--- src/usb_host_ep_pkg.sv ---
// constants and types for the host endpoint transaction block
// Behaviour
// software resets controller before host/device mode change
// full/low-speed targets, hub split handled internally
// IN uses receive side, OUT transmit side
// software sizes FIFOs: 64 bytes, iso 1023
// control pair plus three IN, three OUT
// control interface: endpoint zero, lowest 64 FIFO bytes
// IN and OUT halves target independently
// software programs target addresses before any access
// programmable FIFO base and size per transfer
// IN token only after request flag set
// stored packet sets receive ready, receive interrupt
// clearing receive ready sends acknowledge to target; two interfaces cleared in one cycle get one, for the higher
// auto-clear after maximum-sized packet read out
// auto-request re-sets request on receive-ready clear
// request count decrements; zero clears auto-request
// zero count: short packet clears auto-request
// IN NAK retried until NAK limit
// IN STALL: no retry, set stall flag
// IN errors retried; third failure sets error
// transmit ready set per packet or auto-set
// OUT NAK retried; STALL sets flag, interrupt
// OUT errors retried; third failure flushes, error
package usb_host_ep_pkg;
  localparam logic [1:0] RES_DATA = 2'h0;
  localparam logic [1:0] RES_NAK = 2'h1;
  localparam logic [1:0] RES_STALL = 2'h2;
  localparam logic [1:0] RES_ERR = 2'h3;
  // three attempts: failures numbered 0,1,2
  localparam logic [1:0] LAST_TRY = 2'h2;
  localparam logic [11:0] CTRL_FIFO_BASE = 12'h000;
  localparam logic [11:0] CTRL_FIFO_SIZE = 12'h040;
  localparam logic [1:0] TYPE_CONTROL = 2'h0;
  localparam logic [3:0] CTRL_EP_NUM = 4'h0;
  localparam logic [1:0] CTRL_IF = 2'h0;
  localparam logic [1:0] BUF_FULL = 2'h2;
  localparam logic [15:0] CNT_LAST = 16'h0001;
  typedef enum logic [1:0] {
    ST_SCAN = 2'b01,
    ST_WAIT = 2'b10
  } sched_t;
endpackage

--- src/usb_host_ep_core.sv ---
// host endpoint transaction scheduler, handshakes and receive buffer
`timescale 1ns/1ps
`default_nettype none
module usb_host_ep_core (
  input wire logic core_clk,
  input wire logic rstn,
  input wire logic [3:0] sw_req_set,
  input wire logic [3:0] sw_rx_clr,
  input wire logic [3:0] sw_tx_set,
  input wire logic [3:0] sw_areq_set,
  input wire logic [3:0] sw_areq_clr,
  input wire logic [3:0] sw_stat_clr,
  input wire logic [3:0] cnt_load,
  input wire logic [15:0] cnt_value,
  input wire logic [3:0] auto_clear_rx,
  input wire logic [3:0] auto_set_tx,
  input wire logic [3:0][10:0] max_payload,
  input wire logic [3:0][10:0] tx_max_payload,
  input wire logic [3:0][7:0] rx_nak_limit,
  input wire logic [3:0][7:0] tx_nak_limit,
  input wire logic [3:0][6:0] rx_target_address,
  input wire logic [3:0][6:0] tx_target_address,
  input wire logic [3:0][3:0] rx_target_ep,
  input wire logic [3:0][3:0] tx_target_ep,
  input wire logic [3:0][1:0] rx_type,
  input wire logic [3:0][1:0] tx_type,
  input wire logic [3:0] rx_via_hub,
  input wire logic [3:0] tx_via_hub,
  input wire logic [3:0][11:0] rx_fifo_base,
  input wire logic [3:0][11:0] rx_fifo_size,
  input wire logic [3:0][11:0] tx_fifo_base,
  input wire logic [3:0][11:0] tx_fifo_size,
  input wire logic tx_load_valid,
  input wire logic [1:0] tx_load_if,
  input wire logic res_valid,
  input wire logic [1:0] res_code,
  input wire logic [10:0] res_len,
  input wire logic rx_in_valid,
  input wire logic [7:0] rx_in_data,
  output logic rx_in_ready,
  output logic rd_valid,
  output logic [7:0] rd_data,
  input wire logic rd_ready,
  output logic tok_valid,
  output logic tok_in,
  output logic [1:0] tok_if,
  output logic [6:0] tok_addr,
  output logic [3:0] tok_ep,
  output logic [1:0] tok_type,
  output logic tok_split,
  output logic [11:0] tok_fifo_base,
  output logic [11:0] tok_fifo_size,
  output logic ack_valid,
  output logic [1:0] ack_if,
  output logic [3:0] request_packet_flag,
  output logic [3:0] receive_packet_ready,
  output logic [3:0] auto_request,
  output logic [3:0] rx_stalled,
  output logic [3:0] rx_error,
  output logic [3:0] rx_nak_timeout,
  output logic [3:0] transmit_packet_ready,
  output logic [3:0] tx_stalled,
  output logic [3:0] tx_error,
  output logic [3:0] tx_nak_timeout,
  output logic [3:0] rx_irq,
  output logic [3:0] tx_irq,
  output logic [3:0] tx_flush
);

  typedef struct packed {
    usb_host_ep_pkg::sched_t st;
    logic [2:0] ptr;
    logic [3:0] req, rxr, areq, rstall, rerr, rnak;
    logic [3:0] txr, tstall, terr, tnak;
    logic [3:0][15:0] rcnt;
    logic [3:0][1:0] rtry, ttry;
    logic [3:0][7:0] rnk, tnk;
    logic [3:0][10:0] tld;
    logic [10:0] rdn;
    logic [1:0] uep;
    logic tv, ti, av;
    logic [1:0] tif, aif;
    logic [6:0] ta;
    logic [3:0] te;
    logic [1:0] tt;
    logic tsp;
    logic [11:0] tfb, tfs;
    logic [3:0] rirq, tirq, tfl;
    logic [1:0][7:0] bd;
    logic [1:0] bc;
    logic vld, irdy;
  } core_t;

  core_t s, next_s;
  logic [1:0] cur;
  logic cur_in;
  assign cur = s.ptr[1:0];
  // slots 0..3 receive side, 4..7 transmit side of the same interfaces
  assign cur_in = ~s.ptr[2];

  ////////////////////////////////////////////////////////////////////
  always_comb begin
    logic [1:0] c;
    logic pop;
    logic push;
    c = s.bc;
    pop = s.vld & rd_ready;
    push = rx_in_valid & s.irdy;
    next_s = s;
    next_s.tv = 1'b0;
    next_s.av = 1'b0;
    next_s.rirq = 4'h0;
    next_s.tirq = 4'h0;
    next_s.tfl = 4'h0;
    // clears first so a same-cycle hardware set wins
    for (int i = 0; i < 4; i++) begin
      if (sw_stat_clr[i]) begin
        next_s.rstall[i] = 1'b0;
        next_s.rerr[i] = 1'b0;
        next_s.rnak[i] = 1'b0;
        next_s.tstall[i] = 1'b0;
        next_s.terr[i] = 1'b0;
        next_s.tnak[i] = 1'b0;
      end
      if (sw_areq_clr[i]) begin
        next_s.areq[i] = 1'b0;
      end
      if (cnt_load[i]) begin
        next_s.rcnt[i] = cnt_value;
      end
    end

    unique case (s.st)
      usb_host_ep_pkg::ST_SCAN: begin
        if (cur_in ? (s.req[cur] & ~s.rxr[cur]) : s.txr[cur]) begin
          next_s.tv = 1'b1;
          next_s.ti = cur_in;
          next_s.tif = cur;
          next_s.ta = cur_in ? rx_target_address[cur] : tx_target_address[cur];
          next_s.te = cur_in ? rx_target_ep[cur] : tx_target_ep[cur];
          next_s.tt = cur_in ? rx_type[cur] : tx_type[cur];
          next_s.tsp = cur_in ? rx_via_hub[cur] : tx_via_hub[cur];
          next_s.tfb = cur_in ? rx_fifo_base[cur] : tx_fifo_base[cur];
          next_s.tfs = cur_in ? rx_fifo_size[cur] : tx_fifo_size[cur];
          if (cur == usb_host_ep_pkg::CTRL_IF) begin
            next_s.te = usb_host_ep_pkg::CTRL_EP_NUM;
            next_s.tt = usb_host_ep_pkg::TYPE_CONTROL;
            next_s.tfb = usb_host_ep_pkg::CTRL_FIFO_BASE;
            next_s.tfs = usb_host_ep_pkg::CTRL_FIFO_SIZE;
          end
          if (cur_in && s.rcnt[cur] != 16'h0000) begin
            next_s.rcnt[cur] = s.rcnt[cur] - 16'h0001;
            if (s.rcnt[cur] == usb_host_ep_pkg::CNT_LAST) begin
              next_s.areq[cur] = 1'b0;
            end
          end
          next_s.st = usb_host_ep_pkg::ST_WAIT;
        end else begin
          next_s.ptr = s.ptr + 3'h1;
        end
      end
      usb_host_ep_pkg::ST_WAIT: begin
        if (res_valid) begin
          // retries go to the back of the scan so NAKs cannot hog the bus
          next_s.ptr = s.ptr + 3'h1;
          next_s.st = usb_host_ep_pkg::ST_SCAN;
          if (cur_in) begin
            unique case (res_code)
              usb_host_ep_pkg::RES_DATA: begin
                next_s.req[cur] = 1'b0;
                next_s.rxr[cur] = 1'b1;
                next_s.rirq[cur] = 1'b1;
                next_s.uep = cur;
                next_s.rdn = res_len - 11'(s.bc); // bytes streamed out before the result count too
                next_s.rtry[cur] = 2'h0;
                next_s.rnk[cur] = 8'h00;
                if (res_len < max_payload[cur] && s.rcnt[cur] == 16'h0000) begin
                  next_s.areq[cur] = 1'b0;
                end
              end
              usb_host_ep_pkg::RES_NAK: begin
                next_s.rnk[cur] = s.rnk[cur] + 8'h01;
                if (rx_nak_limit[cur] != 8'h00 && next_s.rnk[cur] == rx_nak_limit[cur]) begin
                  next_s.req[cur] = 1'b0;
                  next_s.rnak[cur] = 1'b1;
                  next_s.rnk[cur] = 8'h00;
                  next_s.rirq[cur] = 1'b1;
                end
              end
              usb_host_ep_pkg::RES_STALL: begin
                next_s.req[cur] = 1'b0;
                next_s.rstall[cur] = 1'b1;
                next_s.rirq[cur] = 1'b1;
              end
              usb_host_ep_pkg::RES_ERR: begin
                next_s.rtry[cur] = s.rtry[cur] + 2'h1;
                if (s.rtry[cur] == usb_host_ep_pkg::LAST_TRY) begin
                  next_s.req[cur] = 1'b0;
                  next_s.rerr[cur] = 1'b1;
                  next_s.rtry[cur] = 2'h0;
                  next_s.rirq[cur] = 1'b1;
                end
              end
            endcase
          end else begin
            unique case (res_code)
              usb_host_ep_pkg::RES_DATA: begin
                next_s.txr[cur] = 1'b0;
                next_s.tirq[cur] = 1'b1;
                next_s.ttry[cur] = 2'h0;
                next_s.tnk[cur] = 8'h00;
              end
              usb_host_ep_pkg::RES_NAK: begin
                next_s.tnk[cur] = s.tnk[cur] + 8'h01;
                if (tx_nak_limit[cur] != 8'h00 && next_s.tnk[cur] == tx_nak_limit[cur]) begin
                  next_s.txr[cur] = 1'b0;
                  next_s.tnak[cur] = 1'b1;
                  next_s.tnk[cur] = 8'h00;
                  next_s.tirq[cur] = 1'b1;
                end
              end
              usb_host_ep_pkg::RES_STALL: begin
                next_s.txr[cur] = 1'b0;
                next_s.tstall[cur] = 1'b1;
                next_s.tirq[cur] = 1'b1;
              end
              usb_host_ep_pkg::RES_ERR: begin
                next_s.ttry[cur] = s.ttry[cur] + 2'h1;
                if (s.ttry[cur] == usb_host_ep_pkg::LAST_TRY) begin
                  next_s.txr[cur] = 1'b0;
                  next_s.terr[cur] = 1'b1;
                  next_s.tfl[cur] = 1'b1;
                  next_s.ttry[cur] = 2'h0;
                  next_s.tld[cur] = 11'h000;
                  next_s.tirq[cur] = 1'b1;
                end
              end
            endcase
          end
        end
      end
    endcase

    // software sets come last so they survive a hardware clear
    for (int i = 0; i < 4; i++) begin
      if (sw_req_set[i]) begin
        next_s.req[i] = 1'b1;
      end
      if (sw_areq_set[i]) begin
        next_s.areq[i] = 1'b1;
      end
      if (sw_tx_set[i]) begin
        next_s.txr[i] = 1'b1;
        next_s.tld[i] = 11'h000;
      end
    end
    if (tx_load_valid) begin
      next_s.tld[tx_load_if] = next_s.tld[tx_load_if] + 11'h001;
      if (auto_set_tx[tx_load_if] && next_s.tld[tx_load_if] == tx_max_payload[tx_load_if]) begin
        next_s.txr[tx_load_if] = 1'b1;
        next_s.tld[tx_load_if] = 11'h000;
      end
    end

    // unload counting drives auto-clear of the packet being read
    if (pop) begin
      next_s.rdn = next_s.rdn + 11'h001;
    end
    for (int i = 0; i < 4; i++) begin
      if (s.rxr[i] && (sw_rx_clr[i] || (auto_clear_rx[i] && s.uep == i[1:0]
          && s.rdn == max_payload[i]))) begin
        next_s.rxr[i] = 1'b0;
        next_s.av = 1'b1;
        next_s.aif = i[1:0];
        if (next_s.areq[i]) begin
          next_s.req[i] = 1'b1;
        end
      end
    end

    // two-entry buffer; ready is registered so a full buffer stalls the link
    if (pop) begin
      next_s.bd[0] = s.bd[1];
      c = c - 2'h1;
    end
    if (push) begin
      next_s.bd[c[0]] = rx_in_data;
      c = c + 2'h1;
    end
    next_s.bc = c;
    next_s.vld = (c != 2'h0);
    next_s.irdy = (c != usb_host_ep_pkg::BUF_FULL);
  end

  always_ff @(posedge core_clk or negedge rstn) begin
    if (!rstn) begin
      s <= '0;
      s.st <= usb_host_ep_pkg::ST_SCAN;
      s.irdy <= 1'b1;
    end else begin
      s <= next_s;
    end
  end

  ////////////////////////////////////////////////////////////////////
  assign rx_in_ready = s.irdy;
  assign rd_valid = s.vld;
  assign rd_data = s.bd[0];
  assign tok_valid = s.tv;
  assign tok_in = s.ti;
  assign tok_if = s.tif;
  assign tok_addr = s.ta;
  assign tok_ep = s.te;
  assign tok_type = s.tt;
  assign tok_split = s.tsp;
  assign tok_fifo_base = s.tfb;
  assign tok_fifo_size = s.tfs;
  assign ack_valid = s.av;
  assign ack_if = s.aif;
  assign request_packet_flag = s.req;
  assign receive_packet_ready = s.rxr;
  assign auto_request = s.areq;
  assign rx_stalled = s.rstall;
  assign rx_error = s.rerr;
  assign rx_nak_timeout = s.rnak;
  assign transmit_packet_ready = s.txr;
  assign tx_stalled = s.tstall;
  assign tx_error = s.terr;
  assign tx_nak_timeout = s.tnak;
  assign rx_irq = s.rirq;
  assign tx_irq = s.tirq;
  assign tx_flush = s.tfl;

  logic res_in;
  logic res_out;
  assign res_in = s.st == usb_host_ep_pkg::ST_WAIT && res_valid && cur_in;
  assign res_out = s.st == usb_host_ep_pkg::ST_WAIT && res_valid && !cur_in;
endmodule
`default_nettype wire

--- config.mk ---
export PLATFORM = sky130hd
export DESIGN_NAME = usb_host_ep_core
export DESIGN_NICKNAME = d
export VERILOG_FILES = /design/src/usb_host_ep_pkg.sv /design/src/usb_host_ep_core.sv
export SDC_FILE = /design/constraint.sdc
export NUM_CORES = 1
export LEC_CHECK = 0
export BUFFER_PORTS_ARGS = -buffer_cell sky130_fd_sc_hd__buf_4
export CELL_PAD_IN_SITES_DETAIL_PLACEMENT = 1
export CELL_PAD_IN_SITES_GLOBAL_PLACEMENT = 2
export CORE_UTILIZATION = 36
export CTS_BUF_LIST = sky130_fd_sc_hd__clkbuf_16
export CTS_CLUSTER_DIAMETER = 100
export DETAILED_ROUTE_END_ITERATION = 10
export GPL_TIMING_DRIVEN = 0
export PLACE_DENSITY = 0.95
export SETUP_SLACK_MARGIN = 0.3
export SYNTH_ARGS = -nofsm -noshare
export SYNTH_HDL_FRONTEND = slang
export SYNTH_SLANG_ARGS = --single-unit
--- constraint.sdc ---
create_clock -name core_clk -period 16.69 [get_ports core_clk]
set_input_delay 0 -clock core_clk [delete_from_list [all_inputs] [get_ports core_clk]]
set_output_delay 0 -clock core_clk [all_outputs]
set_load 0.01 [all_outputs]
Word level (Yosys, flattened, before mapping)
Index checks and enable logic that the tools add are counted.
{"block": "totals", "regBits": 323, "in_bits": 537, "output_inout_bits": 107}
{"block": "op_classes", "n_addsub": 11, "magnitude_cmp": 7, "eq_ne": 26, "mux": 228, "bitwise": 31, "reduce_logical": 60}
{"operator": "44-bit two-way mux", "n": 5}
{"operator": "64-bit two-way mux", "n": 3}
{"operator": "32-bit bitwise AND", "n": 4}
{"operator": "8-bit two-way mux", "n": 16}
{"operator": "32-bit case mux with 2 select lines", "n": 2}
{"operator": "11-bit two-way mux", "n": 11}
{"operator": "57-bit two-way mux", "n": 2}
{"operator": "16-bit two-way mux", "n": 7}
{"operator": "4-bit two-way mux", "n": 28}
{"operator": "12-bit binary-select mux with 2-bit select", "n": 4}
{"operator": "8-bit binary-select mux with 2-bit select", "n": 6}
{"operator": "12-bit two-way mux", "n": 8}
{"operator": "44-bit bitwise AND", "n": 2}
{"operator": "11-bit binary-select mux with 2-bit select", "n": 4}
{"operator": "44-bit NOT", "n": 2}
{"operator": "1-bit two-way mux", "n": 66}
{"operator": "32-bit bitwise mux", "n": 2}
{"operator": "64-bit bitwise mux", "n": 1}
{"operator": "32-bit two-way mux", "n": 2}
{"operator": "11-bit == test", "n": 5}
{"operator": "24-bit two-way mux", "n": 2}
{"operator": "4-bit case mux with 3 select lines", "n": 4}
{"operator": "45-bit two-way mux", "n": 1}
{"operator": "44-bit bitwise mux", "n": 1}
{"operator": "59 further kinds", "n": 175}

Longest topological paths before layout
{"block": "logic_depth", "word_depth": 22, "mapped_depth": 27}

Worst setup path before layout
Ideal clock, no wire load.
{"block": "synth_path", "kind": "reg2reg", "start": "reg s (netlist bit cur[0])", "end": "reg s[130] (netlist bit)", "setup_time_ns": 0.122, "arrival_ns": 6.425, "t_required_ns": 16.568, "setup_slack_ns": 10.143, "path_stages_with_launch": 27, "path_buffers": 12, "synth_period_minus_slack_ns": 6.547, "path_cell_list": "dfrtp_1 -> buf_4 -> buf_6 -> buf_4 -> buf_4 -> buf_6 -> buf_4 -> buf_4 -> buf_1 -> buf_2 -> mux4_2 -> ha_1 -> and3_4 -> a211o_1 -> buf_6 -> o2111ai_4 -> ha_1 -> inv_1 -> a41oi_1 -> and2_1 -> and4b_1 -> xor3_1 -> or3_1 -> or4_1 -> buf_4 -> buf_6 -> a32o_1"}
{"element": "from (decl)", "line": "usb_host_ep_core.sv:94", "text": "core_t s, next_s;"}
{"element": "from (signal assigned)", "line": "usb_host_ep_core.sv:301", "text": "s <= next_s;"}

==> impl_metrics.csv <==
group,metric,value,unit
outcome,status,"complete, no violations",
placed_design,place.gp.congestion,0.979,
timing,slew-limit-headroom,5.57,%
logic_synthesis,synth_area,22400,µm²
timing,final_hold_viol_count,0,
global_route,grt_remaining_overflow,0,
timing,skew,21.6,ps
logic_synthesis,seq_area_frac_synth,36.1,%
global_route,track_usage,33.7,%
cells_and_area,fill_cells,6765,
setup_path,cp_common_cell,"buf_2",
min_path,hold_class,"input port to register",
power,leakage,13.6,nW
logic_synthesis,synthCells,2048,
clock_network,cts_buffer_depth,3,
run,maxCapViolations,0,
route,dr.first_iter.drc_count,1921,
route,wl,109000,µm
cells_and_area,area_growth,36.4,%
route,drt_pass1_iterations,5,
placed_design,port_buffers,638,
route,vias,21960,
logic_synthesis,ys_types,80,
timing,finalCritPeriodShare,56.8,%
power,power_density,145,nW/µm²
clock_network,cts-root-buf,"clkbuf_16",
placed_design,pre_cts_ws,7910,ps
setup_path,r2r_slack,7220,ps
global_route,antenna_found_initial,9,
route,ant_nets,0,
clock_network,clk_latency,570,ps
timing,finalSetupTns,0,ps
floorplan,core,61600,µm²
timing,fin_crit,9470,ps
setup_path,path_cells,"buf_2 > buf_2 > buf_2 > buf_2 > buf_2 > clkbuf_1 > clkbuf_1 > mux4_2 > ha_1 > nand3_2 > buf_2 > buf_1 > nor2_1 > nor4b_1 > a311oi_1 > a31oi_1 > xor2_1 > xor2_1 > or4_1 > o311ai_0 > dlygate4sd3_1",
timing,setup_ws,7220,ps
timing,fmaxAchievable,106,MHz
global_route,grt_max_degree,93,
setup_path,worstPathRequired,17190,ps
setup_path,worst_ep_arrival_time,9970,ps
setup_path,cp-end-kind,"register",
floorplan,chipWidth,251,µm
floorplan,ioPinCount,644,
cells_and_area,fin_nets,3393,
clock_network,postCtsSetupBuffers,0,
logic_synthesis,yosys.area.top_type,"dfrtp_1",
logic_synthesis,async_flop_share,100,%
route,routedWlPerCell,29.5,µm
cells_and_area,fin_util,49.5,%
clock_network,clkTransAtPathRegs,60,ps
route,routed_via_density,5.94,
timing,rsz0062_at_grt,"no",
setup_path,worst_setup_path_start_kind,"register",
power,peakVddDrop,0.0800,mV
logic_synthesis,syn-mean-instance-area,10.9,µm²
clock_network,cts_sinks,323,
clock_network,cts_tree,"built",
logic_synthesis,synth_common_cells,"321 x dfrtp_1, 209 x nand2_1, 165 x mux4_2",
setup_path,worstPathBufferInverterCount,10,
placed_design,dp.cells,3526,
route,route.detailed.drc,0,
setup_path,critPathTopFamily,"buffers and inverters",
cells_and_area,fin_cells,3696,
logic_synthesis,ys_seq_elements,323,
cells_and_area,drive_above_1_share,38.7,%
floorplan,num_rows,91,
clock_network,cts_made_buffers,39,
logic_synthesis,netlist.area_leader.share,35.9,%
logic_synthesis,ys.warnings.count,0,
setup_path,critPathMaxStageDelay,730,ps
global_route,grt_first_pass_wirelength,157000,µm
timing,worstMarginPinSlew,1420,ps
setup_path,critPathKind,"register to register",
clock_network,cts.htree.levels,2,
floorplan,die_h,251,µm
logic_synthesis,ys.flop_type,"dfrtp_1",
timing,setup_viol,0,
global_route,grt_pass1_vias,23428,
logic_synthesis,synth_edf_count,0,
floorplan,initial_core_util,36.3,%
placed_design,dp_hpwl,83100,µm
floorplan,dieArea,63200,µm²
logic_synthesis,synth.top_cells.by_area,"dfrtp_1 36%, mux4_2 17%, mux2_2 4.2%",
timing,slew_violations,0,
logic_synthesis,mappedNetlistNets,2616,
logic_synthesis,yosysMostFrequentCell,"dfrtp_1",
setup_path,slowest_stage,"clkbuf_1",
setup_path,worstPathMaxFanout,10,
## registers in the layout, indices dropped and copies added, names as in the netlist, 7 cells and up, named ones only
name	cells
tok_addr	7
tok_fifo_size	12
s	198
tok_fifo_base	12
rd_data	8
## layer usage
layer  share of wire (%)  global-route usage, %  vias up
met2                  50                   57.0     1106
met1                  38                   41.2    11400
met3                 7.3                   6.32      240
met5               0.012                      0        -
li1                    -                      -     9212
met4                 4.5                   16.3        2
## worst paths after layout
| check | from | end | depth (start not counted) |
|---|---|---|---|
| min in group asynchronous | rstn | rx_error[1]$_DFF_PN0_ | 3 |
| hold reg to reg | tok_fifo_base[6]$_DFFE_PN0P_ | tok_fifo_base[6]$_DFFE_PN0P_ | 2 |
| setup / recovery | cur[1]$_DFFE_PN0P_ | transmit_packet_ready[0]$_DFF_PN0_ | 21 |
| hold / removal | tx_fifo_base[10] | tok_fifo_base[10]$_DFFE_PN0P_ | 4 |
| max in group asynchronous | rstn | tok_fifo_size[4]$_DFFE_PN0P_ | 6 |
| setup reg to reg | cur[1]$_DFFE_PN0P_ | transmit_packet_ready[0]$_DFF_PN0_ | 21 |
## timing repair
| action | in CTS | in global routing |
|---|---|---|
| endpoints found under the hold margin | 305 | 0 |
| hold buffers | 94 | 0 |
| gates resized for setup | 0 | 0 |
## kinds of logic after synthesis
family                     after synthesis  synth area share (%)
adders and majority gates               31                  1.77
and+or+nand+nor                        480                  10.3
AOI/OAI and AO/OA                      439                  14.9
DFF                                    323                  36.1
xor gates and xnor gates               136                  5.45
buffers and inverters                  323                  7.59
muxes                                  316                  23.8
## worst min-delay path, delay by kind of cell
family                 cells  cell delay, ps
AO/OA/AOI/OAI              1             180
buffers and inverters      1              70
multiplexers               2             290
## layout by cell type (no fill, tap or decap), types with 6 or more instances in the layout
cell,synthesis,routed
buf_4,109,746
dfrtp_1,321,321
nand2_1,209,209
mux4_2,165,165
o21ai_0,114,114
clkbuf_1,96,96
dlygate4sd3_1,0,93
nor2_1,88,88
a32o_1,88,88
xnor2_1,84,84
mux2_2,83,83
mux2i_1,68,68
inv_1,59,67
xor2_1,50,50
clkbuf_16,0,41
a21oi_1,39,39
a22o_1,37,37
o31ai_1,35,35
ha_1,30,30
buf_1,27,27
buf_2,26,26
nand3_1,25,25
nor3_1,24,24
o2111ai_1,22,22
nor2b_1,17,17
nand4_1,16,16
nor4_1,14,14
and3_1,14,14
a31oi_1,11,11
nand2b_1,11,11
nand4b_1,11,11
o211a_1,11,11
clkinv_1,0,10
and2_1,9,9
diode_2,0,8
a31o_2,8,8
or3_1,7,7
o211ai_1,7,7
buf_6,6,6
or4_1,6,6
## per-stage QoR
stage                     hold WS (ps)  area (µm²)  power (mW)
after global placement             213       28200        3.39
after CTS                       0.0756       30500        4.39
final                             14.1       30500        4.42
after floorplan                   -296       22400        2.55
after global routing              33.9       30500        4.60
after detailed placement         -24.3       28300        3.48
## cell type report
class | instances | area, µm² | share of cell area [%]
Clock inverter | 26 | 189 | 0.619
Tap cell | 837 | 1050 | 3.43
Buffer | 264 | 1480 | 4.84
Antenna cell | 8 | 20.0 | 0.0656
Sequential cell | 323 | 8090 | 26.5
Multi-Input combinational cell | 1402 | 12600 | 41.3
Timing Repair Buffer | 736 | 5850 | 19.2
Clock buffer | 41 | 1030 | 3.36
Inverter | 59 | 221 | 0.726
## power by group
part / switching (mW) / internal, mW
sequential: 0.116 / 0.949
clock: 0.362 / 0.487
combinational: 1.41 / 1.09
Power figures use the tool's default switching activity.
